## config.mk

```make
export PLATFORM = sky130hd
export DESIGN_NAME = apc_top
export DESIGN_NICKNAME = d
export VERILOG_FILES = /design/src/apc_pkg.sv /design/src/apc_clkgen.sv /design/src/apc_top.sv
export SDC_FILE = /design/constraint.sdc
export NUM_CORES = 1
export LEC_CHECK = 0
export ABC_AREA = 1
export BUFFER_PORTS_ARGS = -buffer_cell sky130_fd_sc_hd__buf_4
export CORE_AREA = 2 2 194 196
export DETAILED_ROUTE_END_ITERATION = 10
export DIE_AREA = 0 0 196 198
export SYNTH_ARGS = -nofsm -noshare
export SYNTH_HDL_FRONTEND = slang
export SYNTH_HIERARCHICAL = 1
export SYNTH_SLANG_ARGS = --single-unit
```

## constraint.sdc

```tcl
create_clock -name clock -period 4.6 [get_ports clock]
set_clock_uncertainty 0.15 [all_clocks]
set_input_delay 0.69 -clock clock [delete_from_list [all_inputs] [get_ports clock]]
set_output_delay 0.69 -clock clock [all_outputs]
set_load 0.02 [all_outputs]
```

## src/apc_pkg.sv

```systemverilog
// Package holding the audio port control constants, types and decoders
package apc_pkg;

   // Bus geometry
   localparam int ADDR_W   = 5;              // Byte address width
   localparam int DATA_W   = 32;             // Data bus width
   localparam int BE_W     = 4;              // Byte enable width

   // Register byte offsets
   localparam logic [4:0] OFS_CTRL = 5'h00;  // Port control
   localparam logic [4:0] OFS_RATE = 5'h04;  // Sample rate code
   localparam logic [4:0] OFS_SLOT = 5'h08;  // Slot transmit enables
   localparam logic [4:0] OFS_STAT = 5'h0C;  // Port status
   localparam logic [4:0] OFS_TXD0 = 5'h10;  // Channel 0 word
   localparam logic [4:0] OFS_TXD1 = 5'h14;  // Channel 1 word
   localparam logic [4:0] OFS_TXD2 = 5'h18;  // Channel 2 word
   localparam logic [4:0] OFS_TXD3 = 5'h1C;  // Channel 3 word

   // Control field positions
   localparam int CB_PDN1   = 0;   // out_path_powerdown, output 1
   localparam int CB_PDN2   = 1;   // out_path_powerdown, output 2
   localparam int CB_MSPDN  = 2;   // multislot_powerdown
   localparam int CB_HIZ    = 3;   // port_hiz_ctrl
   localparam int CB_MSEL   = 4;   // port_master_select
   localparam int CB_ULP    = 5;   // ultralow_power_down
   localparam int CB_LP     = 6;   // low_power_down
   localparam int CB_DIV    = 7;   // Master clock prescale by two
   localparam int CB_RATIO  = 8;   // internal_ratio_select scaling
   localparam int CTRL_W    = 9;   // Control register width

   // Status field positions
   localparam int SB_BOE    = 0;   // Bit clock pin driven
   localparam int SB_FOE    = 1;   // Frame clock pin driven
   localparam int SB_SOE1   = 2;   // Serial output 1 driven
   localparam int SB_SOE2   = 3;   // Serial output 2 driven
   localparam int SB_TDM    = 4;   // Multislot mode active
   localparam int SB_MST    = 5;   // Timing master
   localparam int SB_IDIV   = 6;   // Internal divider, two bits
   localparam int SB_FLVL   = 8;   // Frame clock level
   localparam int SB_RUN    = 9;   // Clock generator running

   // Reset values
   localparam logic [8:0] CTRL_RST = 9'h047;  // Paths and port down
   localparam logic [3:0] RATE_RST = 4'h1;    // 8 kHz
   localparam logic [7:0] SLOT_RST = 8'h00;   // No slots

   // Frame geometry
   localparam int WORD_W    = 16;  // Bits per channel word
   localparam int NUM_CH    = 4;   // Channel words
   localparam int NUM_SLOT  = 8;   // Multislot slots per frame
   localparam int CNT_W     = 8;   // Bit counter width
   localparam int ACC_W     = 17;  // Frame accumulator width

   // Sample rate codes
   localparam logic [3:0] RATE_8K    = 4'h1;
   localparam logic [3:0] RATE_11K   = 4'h2;
   localparam logic [3:0] RATE_11K29 = 4'h3;
   localparam logic [3:0] RATE_12K   = 4'h4;
   localparam logic [3:0] RATE_16K   = 4'h5;
   localparam logic [3:0] RATE_22K   = 4'h6;
   localparam logic [3:0] RATE_22K59 = 4'h7;
   localparam logic [3:0] RATE_24K   = 4'h8;
   localparam logic [3:0] RATE_32K   = 4'h9;
   localparam logic [3:0] RATE_44K   = 4'hA;

   // Internal rate divider
   typedef enum logic [1:0] {
      IDIV_1 = 2'b00,
      IDIV_2 = 2'b01,
      IDIV_4 = 2'b10
   } apc_idiv_t;

   // Bus slave states
   typedef enum logic [0:0] {
      BUS_IDLE = 1'b0,
      BUS_ACK  = 1'b1
   } apc_bus_t;

   // Known rate codes
   function automatic logic rate_valid(input logic [3:0] c);
      rate_valid = (c >= RATE_8K) && (c <= RATE_44K);
   endfunction

   // Frame period numerator, in master clock cycles
   function automatic logic [16:0] rate_num(input logic [3:0] c);
      case (c)
         RATE_11K:   rate_num = 17'h13880;  // 80000/147
         RATE_11K29: rate_num = 17'h00220;  // 544
         RATE_12K:   rate_num = 17'h001F4;  // 500
         RATE_16K:   rate_num = 17'h00177;  // 375
         RATE_22K:   rate_num = 17'h09C40;  // 40000/147
         RATE_22K59: rate_num = 17'h00110;  // 272
         RATE_24K:   rate_num = 17'h000FA;  // 250
         RATE_32K:   rate_num = 17'h00177;  // 375/2
         RATE_44K:   rate_num = 17'h04E20;  // 20000/147
         default:    rate_num = 17'h002EE;  // 750
      endcase
   endfunction

   // Frame period denominator
   function automatic logic [16:0] rate_den(input logic [3:0] c);
      case (c)
         RATE_11K, RATE_22K, RATE_44K: rate_den = 17'h00093;  // 147
         RATE_32K:                     rate_den = 17'h00002;
         default:                      rate_den = 17'h00001;
      endcase
   endfunction

endpackage

```

## src/apc_clkgen.sv

```systemverilog
// Master mode bit and frame clock generator from master clock edges
`timescale 1ns/1ps
module apc_clkgen (
   // Clock and reset
   input  wire logic       clock,
   input  wire logic       rst_n,
   // Control
   input  wire logic       run,
   input  wire logic       src_edge,
   input  wire logic       div_sel,
   input  wire logic [3:0] rate_code,
   // Generated clocks
   output logic            bclk,
   output logic            fclk,
   output logic            bclk_fall,
   output logic            fclk_edge
);
   import apc_pkg::*;

   logic                   half_r;      // Prescale phase
   logic [ACC_W-1:0]       acc_r;       // Fractional frame phase
   logic                   bclk_r;      // Bit clock level
   logic                   fclk_r;      // Frame clock level
   logic                   bfall_r;     // Bit clock fall pulse
   logic                   fedge_r;     // Frame clock edge pulse
   wire                    src_tick;    // Effective source edge
   wire  [ACC_W-1:0]       num;         // Half frame in edges
   wire  [ACC_W-1:0]       den;         // Edge weight
   wire  [ACC_W:0]         acc_sum;     // Phase plus one edge
   wire                    wrap;        // Half frame reached

   // Direct or divided master clock
   assign src_tick = src_edge && (!div_sel || half_r);
   assign num      = rate_num(rate_code);
   assign den      = rate_den(rate_code);
   assign acc_sum  = {1'b0, acc_r} + {1'b0, den};
   assign wrap     = acc_sum >= {1'b0, num};

   assign bclk      = bclk_r;
   assign fclk      = fclk_r;
   assign bclk_fall = bfall_r;
   assign fclk_edge = fedge_r;

   // Prescale phase toggles on every master clock edge
   always_ff @(posedge clock) begin
      if (!rst_n || !run) begin
         half_r <= 1'b0;
      end else if (src_edge) begin
         half_r <= !half_r;
      end
   end

   // Bit clock follows source, frame clock by fractional count
   always_ff @(posedge clock) begin
      if (!rst_n || !run) begin
         acc_r   <= '0;
         bclk_r  <= 1'b0;
         fclk_r  <= 1'b0;
         bfall_r <= 1'b0;
         fedge_r <= 1'b0;
      end else begin
         bfall_r <= src_tick && bclk_r;
         fedge_r <= src_tick && wrap;
         if (src_tick) begin
            bclk_r <= !bclk_r;
            // Frame clock toggles each half frame
            if (wrap) begin
               acc_r  <= ACC_W'(acc_sum - {1'b0, num});
               fclk_r <= !fclk_r;
            end else begin
               acc_r  <= acc_sum[ACC_W-1:0];
            end
         end
      end
   end

endmodule

```

## src/apc_top.sv

```systemverilog
// Audio port power, tristate, timing role and sample rate control
//
// Our own choices: the Avalon-MM register port and the register offsets.
`timescale 1ns/1ps
// Behaviour
// - Path powerdown floats its output, clocks untouched
// - Multislot powerdown one: stereo; zero: multislot
// - Multislot with no slots floats output one
// - Role follows master select only
// - Slave: clock pins always inputs
// - Hi-Z floats outputs; master also clocks
// - Master drives clock pins; slave reads them
// - Master clocks from divided or direct clock
// - Decode rate codes one through ten
// - Internal rate 48k, scaled by four for codes 1, 2, 4, by two for 5, 6, 8
// - Frame period from rate, 6 MHz clock
// - Frame clock marks frames or channels
module apc_top (
   // Clock and reset
   input  wire logic                       clock,
   input  wire logic                       rst_n,
   // Avalon-MM slave
   input  wire logic [apc_pkg::ADDR_W-1:0] avs_address,
   input  wire logic                       avs_read,
   input  wire logic                       avs_write,
   input  wire logic [apc_pkg::BE_W-1:0]   avs_byteenable,
   input  wire logic [apc_pkg::DATA_W-1:0] avs_writedata,
   output logic      [apc_pkg::DATA_W-1:0] avs_readdata,
   output logic                            avs_waitrequest,
   // Master clock pin
   input  wire logic                       mclk_pin,
   // Bit clock pin
   input  wire logic                       port_bit_clock_in,
   output logic                            port_bit_clock_out,
   output logic                            port_bit_clock_oe,
   // Frame clock pin
   input  wire logic                       port_frame_clock_in,
   output logic                            port_frame_clock_out,
   output logic                            port_frame_clock_oe,
   // Serial output pins
   output logic      [1:0]                 port_serial_out,
   output logic      [1:0]                 port_serial_out_oe
);
   import apc_pkg::*;

   // Register state
   logic [CTRL_W-1:0]      ctrl_r;          // Control bits
   logic [3:0]             rate_r;          // sample_rate_code
   logic [NUM_SLOT-1:0]    slot_r;          // slot_tx_enable
   logic [WORD_W-1:0]      txd_r [NUM_CH];  // Channel words
   apc_bus_t               bus_r;           // Bus slave state
   logic                   wait_r;          // Waitrequest flop
   logic [DATA_W-1:0]      rdata_r;         // Read data flop

   // Pin synchronisers
   logic [2:0]             mclk_s;          // Master clock stages
   logic [2:0]             bin_s;           // Bit clock stages
   logic [2:0]             fin_s;           // Frame clock stages

   // Serial shifter
   logic [CNT_W-1:0]       bcnt_r;          // Bits since frame start
   logic [WORD_W-1:0]      sh1_r;           // Output 1 shift word
   logic [WORD_W-1:0]      sh2_r;           // Output 2 shift word

   // Pin flops
   logic                   bclk_o_r;        // Bit clock out
   logic                   bclk_oe_r;       // Bit clock enable
   logic                   fclk_o_r;        // Frame clock out
   logic                   fclk_oe_r;       // Frame clock enable
   logic [1:0]             sdo_r;           // Serial data out
   logic [1:0]             sdo_oe_r;        // Serial data enables

   // Decoded controls
   wire                    pdn1;            // Path 1 down
   wire                    pdn2;            // Path 2 down
   wire                    stereo;          // Two-channel mode
   wire                    hiz;             // Port Hi-Z
   wire                    master;          // Timing master
   wire                    powered_dn;      // Clock change allowed
   wire                    gen_run;         // Generator enable
   apc_idiv_t              idiv;            // Internal rate divider

   // Generator outputs
   wire                    gen_bclk;
   wire                    gen_fclk;
   wire                    gen_bfall;
   wire                    gen_fedge;

   // Selected timing
   wire                    mclk_edge;       // Master clock edge
   wire                    bit_fall;        // Shift event
   wire                    frame_edge;      // Frame clock edge
   wire                    frame_lvl;       // Frame clock level
   wire                    frame_start;     // Load event
   wire [2:0]              slot_idx;        // Current slot
   wire                    slot_on;         // Current slot enabled
   wire                    any_slot;        // Any slot enabled
   wire                    word_end;        // Last bit of slot

   // Output enable terms
   wire                    clk_oe;
   wire                    oe1;
   wire                    oe2;

   // Bus decode
   wire                    req;
   wire                    wr_go;
   wire                    hit_ctrl;
   wire                    hit_rate;
   wire                    hit_slot;
   wire                    hit_stat;
   wire                    hit_txd;
   wire [1:0]              txd_sel;
   wire [DATA_W-1:0]       stat_word;
   wire [DATA_W-1:0]       rd_mux;
   wire [3:0]              new_rate;
   wire [CTRL_W-1:0]       ctrl_wr;
   wire [CTRL_W-1:0]       ctrl_nxt;

   // Merge a 16-bit register with byte enabled write data
   function automatic logic [15:0] merge16(input logic [15:0] old,
                                           input logic [15:0] wd,
                                           input logic [1:0]  be);
      merge16 = {be[1] ? wd[15:8] : old[15:8],
                 be[0] ? wd[7:0]  : old[7:0]};
   endfunction

   // Control field decode
   assign pdn1       = ctrl_r[CB_PDN1];
   assign pdn2       = ctrl_r[CB_PDN2];
   assign stereo     = ctrl_r[CB_MSPDN];
   assign hiz        = ctrl_r[CB_HIZ];
   assign master     = ctrl_r[CB_MSEL];
   assign powered_dn = ctrl_r[CB_ULP] || ctrl_r[CB_LP];
   // Generator halts while the clock settings may change
   assign gen_run    = master && !powered_dn;

   // Internal rate: 48k unscaled; with ratio select, 8k/11k/12k by four, 16k/22k/24k by two, other codes unscaled
   assign idiv = !ctrl_r[CB_RATIO] ? IDIV_1 :
                 (rate_r == RATE_8K  || rate_r == RATE_11K ||
                  rate_r == RATE_12K) ? IDIV_4 :
                 (rate_r == RATE_16K || rate_r == RATE_22K ||
                  rate_r == RATE_24K) ? IDIV_2 :
                 IDIV_1;

   // Bus request decode
   assign req      = avs_read || avs_write;
   assign wr_go    = (bus_r == BUS_ACK) && avs_write;
   assign hit_ctrl = avs_address == OFS_CTRL;
   assign hit_rate = avs_address == OFS_RATE;
   assign hit_slot = avs_address == OFS_SLOT;
   assign hit_stat = avs_address == OFS_STAT;
   assign hit_txd  = avs_address[4] && (avs_address[1:0] == 2'b00);
   assign txd_sel  = avs_address[3:2];

   // Status word shows the block's live state
   assign stat_word = {22'h000000,
                       gen_run,
                       frame_lvl,
                       idiv,
                       master,
                       !stereo,
                       sdo_oe_r[1],
                       sdo_oe_r[0],
                       fclk_oe_r,
                       bclk_oe_r};

   // Read selection, unmapped reads return zero
   assign rd_mux = hit_ctrl ? {23'h000000, ctrl_r} :
                   hit_rate ? {28'h0000000, rate_r} :
                   hit_slot ? {24'h000000, slot_r} :
                   hit_stat ? stat_word :
                   hit_txd  ? {16'h0000, txd_r[txd_sel]} :
                   32'h00000000;

   // Rate write: reserved codes or running clocks keep old code
   assign new_rate = (rate_valid(avs_writedata[3:0]) && powered_dn &&
                      avs_byteenable[0]) ?
                     avs_writedata[3:0] : rate_r;

   // Control write, clock fields only while powered down
   assign ctrl_wr = {avs_byteenable[1] ? avs_writedata[8] : ctrl_r[8],
                     avs_byteenable[0] ? avs_writedata[7:0]
                                       : ctrl_r[7:0]};
   assign ctrl_nxt = {powered_dn ? ctrl_wr[CB_RATIO] : ctrl_r[CB_RATIO],
                      powered_dn ? ctrl_wr[CB_DIV]   : ctrl_r[CB_DIV],
                      ctrl_wr[CB_LP:CB_ULP],
                      powered_dn ? ctrl_wr[CB_MSEL]  : ctrl_r[CB_MSEL],
                      ctrl_wr[CB_HIZ:CB_PDN1]};

   // Avalon handshake: one wait cycle then one ready cycle
   always_ff @(posedge clock) begin
      if (!rst_n) begin
         bus_r   <= BUS_IDLE;
         wait_r  <= 1'b1;
         rdata_r <= 32'h00000000;
      end else begin
         case (bus_r)
            BUS_IDLE: begin
               // Capture read data, drop waitrequest
               if (req) begin
                  bus_r   <= BUS_ACK;
                  wait_r  <= 1'b0;
                  rdata_r <= avs_read ? rd_mux : 32'h00000000;
               end
            end
            BUS_ACK: begin
               // Transfer completes at this edge
               bus_r  <= BUS_IDLE;
               wait_r <= 1'b1;
            end
            default: begin
               bus_r  <= BUS_IDLE;
               wait_r <= 1'b1;
            end
         endcase
      end
   end

   // Register writes commit when waitrequest is sampled low
   always_ff @(posedge clock) begin
      if (!rst_n) begin
         ctrl_r <= CTRL_RST;
         rate_r <= RATE_RST;
         slot_r <= SLOT_RST;
      end else if (wr_go) begin
         if (hit_ctrl) begin
            ctrl_r <= ctrl_nxt;
         end else if (hit_rate) begin
            rate_r <= new_rate;
         end else if (hit_slot && avs_byteenable[0]) begin
            slot_r <= avs_writedata[NUM_SLOT-1:0];
         end
      end
   end

   // Channel word registers
   genvar gi;
   generate
      for (gi = 0; gi < NUM_CH; gi = gi + 1) begin : g_txd
         always_ff @(posedge clock) begin
            if (!rst_n) begin
               txd_r[gi] <= 16'h0000;
            end else if (wr_go && hit_txd && txd_sel == 2'(gi)) begin
               txd_r[gi] <= merge16(txd_r[gi], avs_writedata[15:0],
                                    avs_byteenable[1:0]);
            end
         end
      end
   endgenerate

   // Two-flop synchronisers plus an edge stage for the pins
   always_ff @(posedge clock) begin
      if (!rst_n) begin
         mclk_s <= 3'h0;
         bin_s  <= 3'h0;
         fin_s  <= 3'h0;
      end else begin
         mclk_s <= {mclk_s[1:0], mclk_pin};
         bin_s  <= {bin_s[1:0], port_bit_clock_in};
         fin_s  <= {fin_s[1:0], port_frame_clock_in};
      end
   end

   // Master clock edge of either polarity
   assign mclk_edge = mclk_s[1] ^ mclk_s[2];

   // Clock generator for master mode
   apc_clkgen u_clkgen (
      .clock     (clock),
      .rst_n     (rst_n),
      .run       (gen_run),
      .src_edge  (mclk_edge),
      .div_sel   (ctrl_r[CB_DIV]),
      .rate_code (rate_r),
      .bclk      (gen_bclk),
      .fclk      (gen_fclk),
      .bclk_fall (gen_bfall),
      .fclk_edge (gen_fedge)
   );

   // Timing source follows the role
   assign bit_fall   = master ? gen_bfall
                              : (bin_s[2] && !bin_s[1]);
   assign frame_edge = master ? gen_fedge
                              : (fin_s[1] ^ fin_s[2]);
   assign frame_lvl  = master ? gen_fclk : fin_s[1];
   // Multislot frames start on rising edge, stereo on both
   assign frame_start = frame_edge && (stereo || frame_lvl);

   // Slot tracking
   assign slot_idx = bcnt_r[6:4];
   assign slot_on  = !bcnt_r[7] && slot_r[slot_idx];
   assign any_slot = |slot_r;
   assign word_end = bcnt_r[3:0] == 4'hF;

   // Serial shifter, words load at frame or slot boundary
   always_ff @(posedge clock) begin
      if (!rst_n) begin
         bcnt_r <= '0;
         sh1_r  <= 16'h0000;
         sh2_r  <= 16'h0000;
      end else if (frame_start) begin
         bcnt_r <= '0;
         if (stereo) begin
            // Low frame clock is left, high is right
            sh1_r <= frame_lvl ? txd_r[1] : txd_r[0];
            sh2_r <= frame_lvl ? txd_r[3] : txd_r[2];
         end else begin
            sh1_r <= txd_r[0];
            sh2_r <= 16'h0000;
         end
      end else if (bit_fall) begin
         if (!bcnt_r[7]) begin
            bcnt_r <= CNT_W'(bcnt_r + 8'h01);
         end
         if (!stereo && word_end) begin
            // Next slot carries channel slot mod four
            sh1_r <= txd_r[2'(slot_idx + 3'h1)];
         end else begin
            sh1_r <= {sh1_r[WORD_W-2:0], 1'b0};
         end
         sh2_r <= {sh2_r[WORD_W-2:0], 1'b0};
      end
   end

   // Clock pins driven only as master and not in Hi-Z
   assign clk_oe = master && !hiz;
   // Output 1: path up, not Hi-Z, stereo or an active slot
   assign oe1 = !pdn1 && !hiz &&
                (stereo || (any_slot && slot_on));
   // Output 2 exists only in stereo mode
   assign oe2 = !pdn2 && !hiz && stereo;

   // Pin flops
   always_ff @(posedge clock) begin
      if (!rst_n) begin
         bclk_o_r  <= 1'b0;
         bclk_oe_r <= 1'b0;
         fclk_o_r  <= 1'b0;
         fclk_oe_r <= 1'b0;
         sdo_r     <= 2'h0;
         sdo_oe_r  <= 2'h0;
      end else begin
         bclk_o_r  <= gen_bclk;
         bclk_oe_r <= clk_oe;
         fclk_o_r  <= gen_fclk;
         fclk_oe_r <= clk_oe;
         sdo_r     <= {sh2_r[WORD_W-1] && oe2,
                       sh1_r[WORD_W-1] && oe1};
         sdo_oe_r  <= {oe2, oe1};
      end
   end

   // Outputs straight from flops
   assign avs_readdata         = rdata_r;
   assign avs_waitrequest      = wait_r;
   assign port_bit_clock_out   = bclk_o_r;
   assign port_bit_clock_oe    = bclk_oe_r;
   assign port_frame_clock_out = fclk_o_r;
   assign port_frame_clock_oe  = fclk_oe_r;
   assign port_serial_out      = sdo_r;
   assign port_serial_out_oe   = sdo_oe_r;

endmodule

```

# Word-level counts from Yosys, hierarchy flattened
# Memories as Yosys holds them, arrays and structs flattened. A register that Yosys moved wholly into a read port is not among the register bits.
# Index checks and enable logic that the tools add are counted.
# Widths: inputs -> output; s select.
# op_classes
eq_ne,16
reduce_logical,65
order_cmp,4
n_addsub,4
muxes,57
bitwise,11
# op_table
cell,n
$mux 16,19
$mux 8,9
$logic_and 1x1->1,27
$mux 1,20
$add 17x8->18,1
$ge 18x17->1,1
$mux 17,1
$sub 17x17->17,1
$eq 4x4->1 const B,4
$pmux 8 s2,1
$reduce_and 4->1,4
$logic_not 1->1,13
$eq 4x3->1 const B,3
$eq 5x4->1 const B,2
$logic_or 1x1->1,10
$add 8x1->8 const B,1
$mux 4,2
$reduce_or 8->1,1
$reduce_and 2->1,3
$eq 5x3->1 const B,1
$logic_not 5->1,1
$not 1->1,5
$eq 2x2->1 const B,2
$eq 4x1->1 const B,1
17 further kinds,24
# totals
mem_count,2
out_inout_bits,41
elab_cells,185
romBits,272
in_bits,48
ramBits,64
register_bits,133
# mem_list
memory,depth,word_bits,rd,rd_ports_with_merged_regs,write_ports,line,text
(name not given),16,17,1,1,0,apc_pkg.sv:86,case (c)
txd_r,4,16,6,0,4,apc_top.sv:50,logic [WORD_W-1:0] txd_r [NUM_CH];

# Logic depth before layout (Yosys ltp)
# depth
word_depth,11
mapped_depth,33

# Hierarchy
# The synthesis kept the hierarchy.
# modules_own_cells
mod,cells_per_inst,area_each_um2,n_inst
apc_top,1091,8091.5,1
apc_clkgen,476,2787.7,1

# Worst setup path before layout
# No wires, ideal clock.
# synth_path
path_kind,register to register
start,register rate_r[2]
end,register u_clkgen.acc_r[12]
setup_slack_ps,418
setup_time_ps,109
period_less_slack_ps,4182
arrival_ps,3923
stages_incl_launch_ff,33
path_cell_list,dfxtp_1 > clkbuf_1 > inv_1 > nor2_1 > nor2_1 > inv_1 > a21oi_1 > nand2_1 > ha_1 > inv_1 > fa_1 > nor2_1 > nand3_1 > o21ai_4 > nand2_1 > o21ai_0 > inv_1 > ha_1 > nand2_1 > inv_1 > nand2_1 > inv_1 > a21oi_1 > nand2_1 > nand2_1 > nand2_2 > nand2_4 > nand2_4 > buf_6 > nand3_1 > nand3_1 > nand2_1 > inv_1
# synth_between
elab_chain_len,6
elab_cells_between_ends,10
cone_classes,add/sub (2); order compare (1); eq/ne (4); mux (2); reduce/logical (1)
# synth_lines
item,line,text
"start, declared",apc_top.sv:48,logic [3:0] rate_r;
"start signal, assigned",apc_top.sv:230,rate_r <= new_rate;
$eq 4x2->1 (tied with other cells),apc_pkg.sv:102,case (c)
$reduce_or 3->1,apc_pkg.sv:102,
$pmux 8 s2 *,apc_pkg.sv:102,
$add 17x8->18 *,apc_clkgen.sv:36,"assign acc_sum = {1'b0, acc_r} + {1'b0, den};"
$sub 17x17->17 / $ge 18x17->1 (equally long branches),"apc_clkgen.sv:68, apc_clkgen.sv:37",
$mux 17 *,apc_clkgen.sv:67,if (wrap) begin
"end signal, assigned",apc_clkgen.sv:68,"acc_r <= ACC_W'(acc_sum - {1'b0, num});"
"end signal, assigned",apc_clkgen.sv:71,acc_r <= acc_sum[ACC_W-1:0];
"end, declared",apc_clkgen.sv:21,logic [ACC_W-1:0] acc_r;
# Every way passes the cells marked *; elsewhere a longest branch is shown, timed or not.
# A chain may end at the register's enable or synchronous reset.

# Worst setup path in the final report
# layout_path
start,register rate_r[0]
end,register u_clkgen.acc_r[1]
# Same word-level chain as after synthesis.

==> impl_metrics.env <==
export IMPL_arrival_ns=4.49
export IMPL_area_delta_synth_final_pct=15.2
export IMPL_dp_cells=2073
export IMPL_ys_async_sr_fraction_pct=0
export IMPL_numPortBuffers=54
export IMPL_layout_common_cells="379 x nand2_1, 209 x inv_1, 158 x nor2_1"
export IMPL_yosys_warnings=6
export IMPL_clockRootBuffer="clkbuf_16"
export IMPL_synth_enable_flop_cells=64
export IMPL_crit_required_ns=4.83
export IMPL_p_total_mw=3.57
export IMPL_hold_buffers=0
export IMPL_cp_slowest_cell="fa_2"
export IMPL_syn_inst=1567
export IMPL_path_max_fanout=14
export IMPL_clock_latency_ns=0.44
export IMPL_cts_sinks=181
export IMPL_num_io_pins=89
export IMPL_gp_congestion=0.889
export IMPL_drtIter0Drc=1149
export IMPL_placement_rows=71
export IMPL_cpPeakStageDelay_ns=0.38
export IMPL_final_max_slew_violation_count=0
export IMPL_final_nets=1698
export IMPL_syn_area_per_cell_sq_um=6.94
export IMPL_antenna_found_initial=0
export IMPL_hold_class="flip-flop to flip-flop"
export IMPL_p_leak_nw=5.80
export IMPL_synth_main_ff_cell="dfxtp_1"
export IMPL_status="finished clean"
export IMPL_start_kind="flip-flop"
export IMPL_numCtsBuffers=17
export IMPL_clk_pin_slew_ns=0.07
export IMPL_die_w_um=196
export IMPL_gr_total_overflow=0
export IMPL_worstMarginPinSlew_ns=1.05
export IMPL_path_class="flip-flop to flip-flop"
export IMPL_htree_levels=4
export IMPL_synth_cell_type_count=50
export IMPL_routed_via_density=4.98
export IMPL_die_height_um=198
export IMPL_initial_core_util_pct=29.4
export IMPL_fin_crit_sh_pct=92.6
export IMPL_drc=0
export IMPL_drive_gt1_share_pct=11.6
export IMPL_ys_seq_area_share_pct=39.2
export IMPL_core_sq_mm=0.0370
export IMPL_ctsLongestPathBuffers=2
export IMPL_relSlewSlack_pct=30.1
export IMPL_wirelength_mm=33.3
export IMPL_layoutNonFillerInstCount=2107
export IMPL_dp_hpwl_mm=24.3
export IMPL_cts_tree="yes"
export IMPL_syn_area_sq_mm=0.0109
export IMPL_peakVddDrop_mv=0.167
export IMPL_first_pass_iters=5
export IMPL_die_area_sq_mm=0.0388
export IMPL_layout_cells_most_common="nand2_1"
export IMPL_grt_use_total_pct=17.2
export IMPL_grt_max_degree=70
export IMPL_vias=10488
export IMPL_final_min_clock_period_ns=4.26
export IMPL_grt_pass1_vias=9467
export IMPL_setup_viol=0
export IMPL_maxCapViolations=0
export IMPL_wl_per_cell_um=15.8
export IMPL_end_kind="flip-flop"
export IMPL_hold_viol=0
export IMPL_path_common_cell="nand2_1"
export IMPL_num_antenna_cells=0
export IMPL_powerDensity_mw_per_mm2=284
export IMPL_drtAntennaViolNets=0
export IMPL_fmax_ghz=0.235
export IMPL_synth_seq_cells=181
export IMPL_grt_pass1_wl_mm=52.1
## Yosys cell counts (3+ instances only)
| cell | instances | area [sq um] |
|---|---|---|
| ha_1 | 28 | 350 |
| buf_1 | 4 | 15.0 |
| nor3_1 | 17 | 85.1 |
| clkbuf_1 | 34 | 128 |
| nor2_1 | 163 | 612 |
| o211ai_1 | 39 | 293 |
| nand4_1 | 19 | 119 |
| o21ai_0 | 128 | 641 |
| a31oi_1 | 4 | 25.0 |
| xor2_1 | 16 | 140 |
| nand3_1 | 126 | 631 |
| buf_2 | 17 | 85.1 |
| nor2_2 | 3 | 18.8 |
| dfxtp_1 | 117 | 2340 |
| or2_2 | 8 | 50.1 |
| inv_2 | 9 | 33.8 |
| edfxtp_1 | 64 | 1920 |
| buf_6 | 3 | 33.8 |
| o22ai_1 | 6 | 37.5 |
| xnor2_1 | 3 | 26.3 |
| nand2_2 | 10 | 62.6 |
| clkinv_1 | 3 | 11.3 |
| buf_4 | 19 | 143 |
| a21boi_0 | 3 | 22.5 |
| nand2_1 | 380 | 1430 |
| a21oi_1 | 97 | 485 |
| a22oi_1 | 3 | 22.5 |
| o21ai_2 | 3 | 26.3 |
| inv_1 | 210 | 788 |
## area by class of cell
type	instances	area (sq um)
clock inverters	14	181
fillers	3932	24400
multi-input cells	1102	5500
clock buffers	18	439
repair buffers	96	721
flip-flops and latches	181	4270
well taps	474	593
inverters	222	833
## final timing paths
check                    startpoint                              to  slack [ns]  depth (start not counted)
min reg2reg    mclk_s[0]$_SDFF_PN0_            mclk_s[1]$_SDFF_PN0_        0.27                          2
max reg2reg  rate_r[0]$_SDFFE_PN1P_  u_clkgen/acc_r[1]$_SDFFE_PP0P_        0.34                         30
min            mclk_s[0]$_SDFF_PN0_            mclk_s[1]$_SDFF_PN0_        0.27                          2
max          rate_r[0]$_SDFFE_PN1P_  u_clkgen/acc_r[1]$_SDFFE_PP0P_        0.34                         30
## sequential cells by signal (all words and copies together), names as in the netlist, 4 cells and up
signal          count
bcnt_r              8
slot_r              8
avs_readdata       16
u_clkgen/acc_r     17
sh2_r              16
ctrl_r              9
txd_r              64
sh1_r              16
rate_r              4
## where the power goes
group          total, mW  internal (mW)  leakage, nW  switching [mW]
clock               1.56          0.843        0.302           0.721
sequential          1.71           1.69         1.61          0.0224
combinational      0.287         0.0811         3.89           0.206
## per-layer routing
| layer | vias to the layer above | share of wire, % | GRT usage [%] |
|---|---|---|---|
| li1 | 5191 | - | - |
| met1 | 4902 | 46 | 23.4 |
| met2 | 347 | 45 | 27.3 |
| met3 | 48 | 6.6 | 3.51 |
| met4 | 0 | 2.2 | 5.78 |
| met5 | - | 0 | 0 |
## kinds of logic after synthesis
family,synth area share [%]
simple gates,28.8
flops,39.2
compound gates,15.5
fa+ha+maj,3.59
other cells,0.0345
buf+inv,11.4
xor+xnor,1.53
## worst max-delay path: cells and delay by family, from the launching register on
kind | cells | cell delay (ns)
adders and majority gates | 4 | 1.12
and+or+nand+nor | 16 | 1.50
DFF | 1 | 0.32
buffers and inverters | 7 | 0.59
AOI/OAI and AO/OA | 3 | 0.50
## timing repair
| action | in CTS | in global routing |
|---|---|---|
| buffers inserted | 0 | 2 |
| endpoints found under the setup margin | 0 | 19 |
| resized for setup | 0 | 20 |
## through the flow
stage | area [sq um] | worst slack, ns | util, % | hold slack (ns) | setup TNS (ns)
after floorplan | 10900 | 0.418 | - | 0.240 | 0
after global placement | 11800 | 0.215 | 32.0 | 0.261 | 0
after detailed placement | 11800 | 0.129 | 32.0 | 0.254 | 0
after CTS | 12500 | 0.0928 | 33.7 | 0.271 | 0
after global routing | 12500 | -0.0615 | 33.9 | 0.300 | -0.624
final | 12500 | 0.340 | 33.9 | 0.266 | 0
Note: power is estimated with default switching activity, not from simulation.
